File: src/verilog/hbp_pkg.sv
package hbp_pkg;
    // ------------------------------------------------------------------
    // widths
    // ------------------------------------------------------------------
    localparam int ADDR_W     = 7;
    localparam int NUM_SRC    = 8;
    localparam int NUM_TARGET = 128;
    // ------------------------------------------------------------------
    // bus convention strap levels
    // ------------------------------------------------------------------
    localparam logic CONV_SEP_STROBE = 1'b0;
    localparam logic CONV_DIR_STROBE = 1'b1;
    // ------------------------------------------------------------------
    // reset values
    // ------------------------------------------------------------------
    localparam logic [6:0] ADDR_RST = 7'h00;
    localparam logic [7:0] PEND_RST = 8'h00;
    // ------------------------------------------------------------------
    // access target kinds
    // ------------------------------------------------------------------
    typedef enum logic [2:0] {
        TGT_REG     = 3'b001,
        TGT_FIFO_A  = 3'b010,
        TGT_FIFO_B  = 3'b100
    } hbp_target_t;
endpackage : hbp_pkg
File: src/verilog/hbp_host_port.sv
`timescale 1ns/10ps
// Function
// - strap low separate strobes, high direction strobe
// - latch mux address on strobe falling edge
// - strobe held high means direct address
// - decode seven address bits to one register
// - direction mode makes strobe a mode input
// - interrupt asserted while any cause pending
// - open drain interrupt, pulls low only
// - dma acknowledge selects channel fifo, ignores address
module hbp_host_port
    import hbp_pkg::*;
#(
    parameter int N_SRC = NUM_SRC
) (
    // clock and reset
    input  wire logic                  clk,
    input  wire logic                  resetn,
    // straps and address pins, asynchronous
    input  wire logic                  bus_convention_select,
    input  wire logic                  addr_latch_strobe,
    input  wire logic [ADDR_W-1:0]     register_select_inputs,
    // dma acknowledges, active low, asynchronous
    input  wire logic                  dma_ack_chan_first_n,
    input  wire logic                  dma_ack_chan_second_n,
    // host access strobe from the strobe decoder
    input  wire logic                  access_req,
    // interrupt causes from the channels
    input  wire logic [N_SRC-1:0]      src_event,
    input  wire logic [N_SRC-1:0]      src_ack,
    // mode outputs and decoded access target
    output logic                       conv_dir_strobe,
    output logic                       auxiliary_config_pin,
    output logic [ADDR_W-1:0]          reg_addr,
    output logic [NUM_TARGET-1:0]      reg_select,
    output hbp_target_t                target_kind,
    output logic                       fifo_sel_valid,
    // interrupt pin
    output logic                       irq_out,
    output logic                       irq_oe_n,
    output logic [N_SRC-1:0]           irq_pending
);
    // ------------------------------------------------------------------
    // parameter checks
    // ------------------------------------------------------------------
    // the select decode and the sync word assume a seven-bit address
    if (ADDR_W != 7) begin : g_bad_addr_w
        $error("hbp_host_port: address must be 7 bits");
    end
    if (N_SRC < 1 || N_SRC > 32) begin : g_bad_n_src
        $error("hbp_host_port: N_SRC must be 1 to 32");
    end

    // ------------------------------------------------------------------
    // synchroniser word layout
    // ------------------------------------------------------------------
    localparam int SW     = ADDR_W + 4;
    localparam int B_CONV = SW - 1;
    localparam int B_ALE  = SW - 2;
    localparam int B_DKA  = SW - 3;
    localparam int B_DKB  = SW - 4;
    // acknowledges reset to their idle high level, so no false dma
    // cycle shows while the flops refill after reset
    localparam logic [SW-1:0] SYNC_IDLE = {2'b00, 2'b11, ADDR_RST};

    // ------------------------------------------------------------------
    // registers
    // ------------------------------------------------------------------
    logic [SW-1:0]         pin_word;
    logic [SW-1:0]         meta_ff;
    logic [SW-1:0]         sync_ff;
    logic                  ale_d_ff;
    logic [ADDR_W-1:0]     lat_ff;
    logic [ADDR_W-1:0]     out_addr_ff;
    logic [NUM_TARGET-1:0] sel_ff;
    hbp_target_t           kind_ff;
    logic                  fifo_ff;
    logic                  conv_ff;
    logic                  aux_ff;

    // ------------------------------------------------------------------
    // input synchronisers
    // ------------------------------------------------------------------
    // every pin is asynchronous to clk, so all pass two flops
    assign pin_word = {bus_convention_select, addr_latch_strobe,
                       dma_ack_chan_first_n, dma_ack_chan_second_n,
                       register_select_inputs};

    always_ff @(posedge clk) begin
        if (!resetn) begin
            meta_ff <= SYNC_IDLE;
            sync_ff <= SYNC_IDLE;
        end else begin
            meta_ff <= pin_word;
            sync_ff <= meta_ff;
        end
    end

    // ------------------------------------------------------------------
    // synchronised views
    // ------------------------------------------------------------------
    wire              s_conv  = sync_ff[B_CONV];
    wire              s_ale   = sync_ff[B_ALE];
    wire              s_dka_n = sync_ff[B_DKA];
    wire              s_dkb_n = sync_ff[B_DKB];
    wire [ADDR_W-1:0] s_addr  = sync_ff[ADDR_W-1:0];

    // ------------------------------------------------------------------
    // mode decode
    // ------------------------------------------------------------------
    wire is_sep   = (s_conv == CONV_SEP_STROBE);
    wire ale_fall = is_sep & ale_d_ff & ~s_ale;
    // strobe held high: address pins pass straight through
    wire direct   = is_sep & s_ale;
    // mux bus: address pins follow data lines wired by host
    wire [ADDR_W-1:0] cur_addr = direct ? s_addr : lat_ff;
    // direction mode has no latch, pins are the address
    wire [ADDR_W-1:0] eff_addr = is_sep ? cur_addr : s_addr;

    // ------------------------------------------------------------------
    // target decode
    // ------------------------------------------------------------------
    wire dka = ~s_dka_n;
    wire dkb = ~s_dkb_n;
    // channel one wins if both acknowledges overlap
    wire fifo_hit = dka | dkb;
    wire hbp_target_t nxt_kind = dka ? TGT_FIFO_A :
                                 dkb ? TGT_FIFO_B : TGT_REG;
    // a dma cycle ignores the address and hits no register
    wire reg_access  = access_req & ~fifo_hit;
    wire fifo_access = access_req & fifo_hit;
    wire [NUM_TARGET-1:0] nxt_sel;

    // ------------------------------------------------------------------
    // one-hot register select
    // ------------------------------------------------------------------
    // one comparator per register, so at most one select can rise
    for (genvar i = 0; i < NUM_TARGET; i++) begin : g_sel
        assign nxt_sel[i] = reg_access &
                            (eff_addr == ADDR_W'(i));
    end

    // ------------------------------------------------------------------
    // address latch
    // ------------------------------------------------------------------
    always_ff @(posedge clk) begin
        if (!resetn) begin
            ale_d_ff <= 1'b0;
        end else begin
            ale_d_ff <= s_ale;
        end
    end

    // capture address as strobe goes low; held through the access
    always_ff @(posedge clk) begin
        if (!resetn) begin
            lat_ff <= ADDR_RST;
        end else if (ale_fall) begin
            lat_ff <= s_addr;
        end
    end

    // ------------------------------------------------------------------
    // access outputs
    // ------------------------------------------------------------------
    always_ff @(posedge clk) begin
        if (!resetn) begin
            out_addr_ff <= ADDR_RST;
            sel_ff      <= '0;
        end else begin
            out_addr_ff <= eff_addr;
            sel_ff      <= nxt_sel;
        end
    end

    always_ff @(posedge clk) begin
        if (!resetn) begin
            kind_ff <= TGT_REG;
            fifo_ff <= 1'b0;
        end else begin
            kind_ff <= nxt_kind;
            fifo_ff <= fifo_access;
        end
    end

    // ------------------------------------------------------------------
    // mode outputs
    // ------------------------------------------------------------------
    always_ff @(posedge clk) begin
        if (!resetn) begin
            conv_ff <= CONV_SEP_STROBE;
            aux_ff  <= 1'b0;
        end else begin
            conv_ff <= s_conv;
            // strobe pin doubles as a mode level here
            aux_ff  <= ~is_sep & s_ale;
        end
    end

    // ------------------------------------------------------------------
    // output drive
    // ------------------------------------------------------------------
    assign conv_dir_strobe      = conv_ff;
    assign auxiliary_config_pin = aux_ff;
    assign reg_addr             = out_addr_ff;
    assign reg_select           = sel_ff;
    assign target_kind          = kind_ff;
    assign fifo_sel_valid       = fifo_ff;

    // ------------------------------------------------------------------
    // interrupt request
    // ------------------------------------------------------------------
    hbp_irq_core #(
        .N_SRC     (N_SRC)
    ) u_irq (
        .clk       (clk),
        .resetn    (resetn),
        .src_event (src_event),
        .src_ack   (src_ack),
        .irq_out   (irq_out),
        .irq_oe_n  (irq_oe_n),
        .pending   (irq_pending)
    );
endmodule : hbp_host_port

File: src/verilog/hbp_irq_core.sv
`timescale 1ns/10ps
module hbp_irq_core
    import hbp_pkg::*;
#(
    parameter int N_SRC = NUM_SRC
) (
    // clock and reset
    input  wire logic             clk,
    input  wire logic             resetn,
    // event sources and host acknowledge
    input  wire logic [N_SRC-1:0] src_event,
    input  wire logic [N_SRC-1:0] src_ack,
    // interrupt pin, open drain
    output logic                  irq_out,
    output logic                  irq_oe_n,
    output logic [N_SRC-1:0]      pending
);
    // ------------------------------------------------------------------
    // sticky pending causes
    // ------------------------------------------------------------------
    logic [N_SRC-1:0] pend_ff;
    logic [N_SRC-1:0] nxt_pend;
    logic             any_pend;

    if (N_SRC < 1 || N_SRC > 32) begin : g_bad_n_src
        $error("hbp_irq_core: N_SRC must be 1 to 32");
    end

    // a new event in the same cycle as its ack stays pending
    assign nxt_pend = (pend_ff & ~src_ack) | src_event;
    assign any_pend = |pend_ff;

    always_ff @(posedge clk) begin
        if (!resetn) begin
            pend_ff <= N_SRC'(PEND_RST);
        end else begin
            pend_ff <= nxt_pend;
        end
    end

    // ------------------------------------------------------------------
    // pin: only ever pulls low, enable low while driving
    // ------------------------------------------------------------------
    assign irq_out  = 1'b0;
    assign irq_oe_n = ~any_pend;
    assign pending  = pend_ff;
endmodule : hbp_irq_core

File: config.mk
export PLATFORM = sky130hd
export DESIGN_NAME = hbp_host_port
export DESIGN_NICKNAME = d
export VERILOG_FILES = /design/src/verilog/hbp_pkg.sv /design/src/verilog/hbp_host_port.sv /design/src/verilog/hbp_irq_core.sv
export SDC_FILE = /design/constraint.sdc
export NUM_CORES = 1
export LEC_CHECK = 0
export BUFFER_PORTS_ARGS = -buffer_cell sky130_fd_sc_hd__buf_2
export CAP_MARGIN = 20
export CORE_UTILIZATION = 44
export DETAILED_ROUTE_END_ITERATION = 10
export GPL_TIMING_DRIVEN = 0
export PLACE_DENSITY_LB_ADDON = 0.08
export RECOVER_POWER = 100
export SYNTH_ARGS = -nofsm -noshare
export SYNTH_HDL_FRONTEND = slang
export SYNTH_SLANG_ARGS = --single-unit
File: constraint.sdc
create_clock -name clk -period 1.45 [get_ports clk]
set_input_delay 0.0725 -clock clk [delete_from_list [all_inputs] [get_ports clk]]
set_output_delay 0.0725 -clock clk [all_outputs]
set_load 0.01 [all_outputs]
# Word-level counts from Yosys, hierarchy flattened
# Index checks and enable logic that the tools add are counted.
[totals]
elab_cells = 290
output_inout_bits = 151
register_bits = 179
[classes]
eq_ne = 127
muxes = 4
reduce_logical = 3
bitwise = 144
[op_table]
columns = ["cell", "count"]
rows = [
  ["$eq 7x7->1 const B", 64],
  ["$eq 7x6->1 const B", 32],
  ["$and 1x1->1", 134],
  ["$eq 7x5->1 const B", 16],
  ["$eq 7x4->1 const B", 8],
  ["$eq 7x3->1 const B", 4],
  ["$eq 7x2->1 const B", 2],
  ["$mux 7", 2],
  ["$and 8x8->8", 1],
  ["$not 8->8", 1],
  ["$or 8x8->8", 1],
  ["$reduce_or 8->1", 1],
  ["$eq 7x1->1 const B", 1],
  ["$logic_not 7->1", 1],
  ["$not 1->1", 6],
  ["$mux 3", 1],
  ["$mux 2", 1],
  ["$reduce_and 2->1", 1],
  ["$or 1x1->1", 1],
]

# Logic depth before layout (Yosys ltp)
[logic_depth]
word_depth = 6
ltp_mapped = 7
depth_no_buf = 4

# By module
# Synthesis repeated with hierarchy kept, for this count alone.
[unflattened]
hier_cells = 502
hier_area_um2 = 5579.1
[by_module_without_submodules]
columns = ["module", "seq_area_each_um2", "cells_each", "n_inst", "area_per_inst_um2"]
rows = [
  ["hbp_host_port", 3423.3, 472, 1, 5275.1],
  ["hbp_irq_core", 160.2, 30, 1, 304.0],
]

# Worst setup path before layout
# No wires, ideal clock.
[synth_timing]
path_type = "register to register"
start = "reg sync_ff[9]"
end = "reg sel_ff[124], in the netlist reg_select[124]"
arrival_ns = 1.426
setup_time_ns = 0.117
setup_slack_ns = -0.093
path_buffers = 2
required_ns = 1.333
synth_period_minus_slack_ns = 1.543
stages_incl_launch_ff = 7
path_cell_list = "dfxtp_1 -> buf_2 -> or2_1 -> a31oi_1 -> nand2b_1 -> buf_4 -> nor2_1"
[synth_between]
elab_chain_cells = 5
[synth_lines]
columns = ["item", "line_no", "text"]
rows = [
  ["from (decl)", "hbp_host_port.sv:71", "logic [SW-1:0] sync_ff;"],
  ["from (signal assigned)", "hbp_host_port.sv:95", "sync_ff <= meta_ff;"],
  ["$and 1x1->1", "hbp_host_port.sv:114", "wire direct = is_sep & s_ale;"],
  ["$mux 7", "hbp_host_port.sv:116", "wire [ADDR_W-1:0] cur_addr = direct ? s_addr : lat_ff;"],
  ["$mux 7", "hbp_host_port.sv:118", "wire [ADDR_W-1:0] eff_addr = is_sep ? cur_addr : s_addr;"],
  ["$eq 7x7->1", "hbp_host_port.sv:140", "(eff_addr == ADDR_W'(i));"],
  ["$and 1x1->1", "hbp_host_port.sv:139", "assign nxt_sel[i] = reg_access &"],
  ["to (signal assigned)", "hbp_host_port.sv:172", "sel_ff <= nxt_sel;"],
  ["to (decl)", "hbp_host_port.sv:75", "logic [NUM_TARGET-1:0] sel_ff;"],
]
# No other way between the ends.
# A chain may end at the register's enable or synchronous reset.

# Final worst setup path
[layout_timing]
start = "reg sync_ff[9]"
end = "reg sel_ff[56], in the netlist reg_select[56]"
[layout_between]
elab_chain_cells = 5
[layout_lines]
columns = ["item", "line_no"]
rows = [
  ["$and 1x1->1", "hbp_host_port.sv:114"],
  ["$mux 7", "hbp_host_port.sv:116"],
  ["$mux 7", "hbp_host_port.sv:118"],
  ["$eq 7x6->1", "hbp_host_port.sv:140"],
  ["$and 1x1->1", "hbp_host_port.sv:139"],
]
# No other way between the ends.

==> results.tsv <==
metric	value	unit
outcome	finished with violations	
failed_checks	setup timing	
cts_buffers	17	
worstHoldPathType	in -> reg	
finalWirelength	15400	um
grt_pass1_wl	22300	um
cts_sinks	179	
gr-usage-all-layers	23.1	%
path_depth	5	
drive_gt1_share	53.2	%
viasPerCell	4.75	
endpoint	reg_select[56]$_SDFF_PN0_	
finClkSkew	9.87	ps
required	1800	ps
worst-path-buf-inv	1	
die_height	113	um
core	12000	um2
timing.rr.end	reg_select[56]$_SDFF_PN0_	
synth-seq-area-share	66.4	%
start_util	45.1	%
cap_violations	0	
die-width	113	um
placed_area	6540	um2
yosys_warnings	0	
startpoint	sync_ff[9]$_SDFF_PN0_	
critical_path.max_stage_delay	510	ps
numPortBuffers	179	
grt_max_degree	17	
crit_fanout	6	
num_io_pins	181	
hold_slack	130	ps
slowest_stage	or4b_4	
antennaDiodeCount	0	
gp_congestion	0.805	
leakagePower	3.89	nW
ys_seq_elements	179	
syn2layout_area_growth	65.4	%
cts_tree	done	
dieArea	12700	um2
power_density	1180	nW/um2
antenna_found_initial	0	
gr-total-overflow	0	
num_vias	4518	
period_minus_slack	1650	ps
crit_chain	buf_4 > or4b_4 > o21ai_4 > nand2_4 > nor2_1	
setup_viol	131	
avgRoutedWirePerCell	16.2	um
first_iter_violations	316	
reg2reg_from	sync_ff[9]$_SDFF_PN0_	
rows	40	
synthFlopType	dfxtp_1	
layout_setup_ws	-200	ps
rsz0062_at_grt	true	
ff2ff_setup_slack	-200	ps
fillCellCount	805	
grt_pass1_vias	4319	
clk_path_buf_depth	2	
dp_slack	-523	ps
final_util	74.6	%
root_buffer	clkbuf_16	
synth_fp_nets	547	
drc	0	
hold_violations	0	
reg2reg_depth	5	
synthDistinctLibCells	45	
final_common_cell	buf_2	
ant_nets	0	
synth-edff-count	0	
synth.avg_cell_area	10.4	um2
synth_cells	517	
dp_hpwl	8950	um
fin_area	8920	um2
syn_area	5400	um2
synthArstFlopShare	0	%
final_cell_mix	buf_2 (179), dfxtp_1 (174), nor2_1 (63), nor2_2 (46), dlygate4sd3_1 (29)	
fin_crit_sh	114	%
final_nets	821	
clk_latency	430	ps
dr.pass1.iters	4	
critical_path.endpoint_type	flip-flop	
crit_type	reg -> reg	
peakVddDrop	771	uV
cts.clk_slew.worst_paths	70	ps
crit_path_start_kind	flip-flop	
worstPathArrival	2000	ps
cts_max_level	4	
critPathTopFamily	simple AND/OR/NAND/NOR gates	
slew_violations	0	
max_freq	606	MHz
## layout make-up
cell class | instances | area, um2 | area share, %
inverter | 1 | 3.75 | 0.0421
sequential | 179 | 3590 | 40.3
timing repair buffer | 255 | 1720 | 19.3
multi-input combinational | 316 | 2540 | 28.5
clock buffer | 19 | 443 | 4.96
tap | 147 | 184 | 2.06
clock inverter | 13 | 199 | 2.23
buffer | 21 | 239 | 2.68
## state kept, by name (all words and copies together), names as in the netlist
signal / count
ale_d_ff: 1
auxiliary_config_pin: 1
conv_dir_strobe: 1
fifo_sel_valid: 1
lat_ff: 7
meta_ff: 11
reg_addr: 7
reg_select: 128
sync_ff: 11
target_kind: 3
u_irq.pending: 8
## metrics by stage
step | setup TNS (ps) | power [W] | instances
6_report | -18420 | 0.0106 | 951
5_1_grt | -23980 | 0.0109 | 951
4_1_cts | -14700 | 0.0105 | 936
3_5_place_dp | -51420 | 0.00546 | 843
3_3_place_gp | -46850 | 0.00545 | 843
2_1_floorplan | -1960 | 0.00533 | 517
## cell usage after synthesis (3+ instances only)
master / count / area [um2]
dfxtp_1: 179 / 3580
nor2_1: 125 / 469
nand2_1: 49 / 184
and2_1: 23 / 144
nand2b_1: 17 / 106
a21boi_0: 11 / 82.6
nand3_1: 11 / 55.1
o21a_1: 11 / 82.6
nor2b_1: 10 / 62.6
buf_2: 8 / 40.0
clkbuf_1: 7 / 26.3
or4b_1: 7 / 70.1
o21ai_2: 6 / 52.6
nor3_1: 5 / 25.0
buf_4: 4 / 30.0
buf_6: 3 / 33.8
nand2_2: 3 / 18.8
o21ai_0: 3 / 15.0
or4_1: 3 / 22.5
## tightest hold or removal path, stage by stage
cell and delay [ps]:
buf_2 130, clkbuf_1 210, nand2b_1 120
## report_power, final
group          internal [W]  leakage (nW)  switching (W)  total [W]
Sequential          0.00497          1.45      0.0000391    0.00501
Clock               0.00297         0.307        0.00196    0.00492
Combinational      0.000320          2.13       0.000314   0.000634
## routing by layer
layer,up-vias,part of all wire [%],wire length (um),track usage (%)
li1,2218,-,-,-
met1,2109,39,6020,25.8
met2,165,53,8220,41.0
met3,26,5.5,848,6.16
met4,0,2.3,348,11.0
met5,-,0,0,0
## cell families (layout without fill, tap and decap cells)
| logic type | after synthesis | in the layout | share of synthesized area, % |
|---|---|---|---|
| buffers and inverters | 23 | 309 | 2.48 |
| AND/OR/NAND/NOR | 269 | 270 | 24.0 |
| other | 1 | 1 | 0.0695 |
| flip-flops | 179 | 179 | 66.4 |
| AO/OA/AOI/OAI | 41 | 41 | 5.94 |
| multiplexers | 4 | 4 | 1.09 |
## worst min path at each step
stage                                startpoint                    end  slack (ps)  depth (start not counted)
after floorplan                          resetn  sync_ff[7]$_SDFF_PN1_         150                          1
final                                    resetn  meta_ff[7]$_SDFF_PN1_         130                          3
after detailed placement  dma_ack_chan_second_n  meta_ff[7]$_SDFF_PN1_         260                          2
after CTS                                resetn  meta_ff[7]$_SDFF_PN1_         120                          3
after global placement    dma_ack_chan_second_n  meta_ff[7]$_SDFF_PN1_         260                          2
after global routing                     resetn  meta_ff[7]$_SDFF_PN1_         150                          3
## repair_timing
action                     4_1_cts  5_1_grt
gates resized for setup        145      111
setup endpoints to repair      142      138
hold buffers                    29        0
pin swaps                       54       53
hold endpoints to repair        21        0
setup buffers                   26       14
gates cloned                     6        2
(Power assumes the default switching activity.)
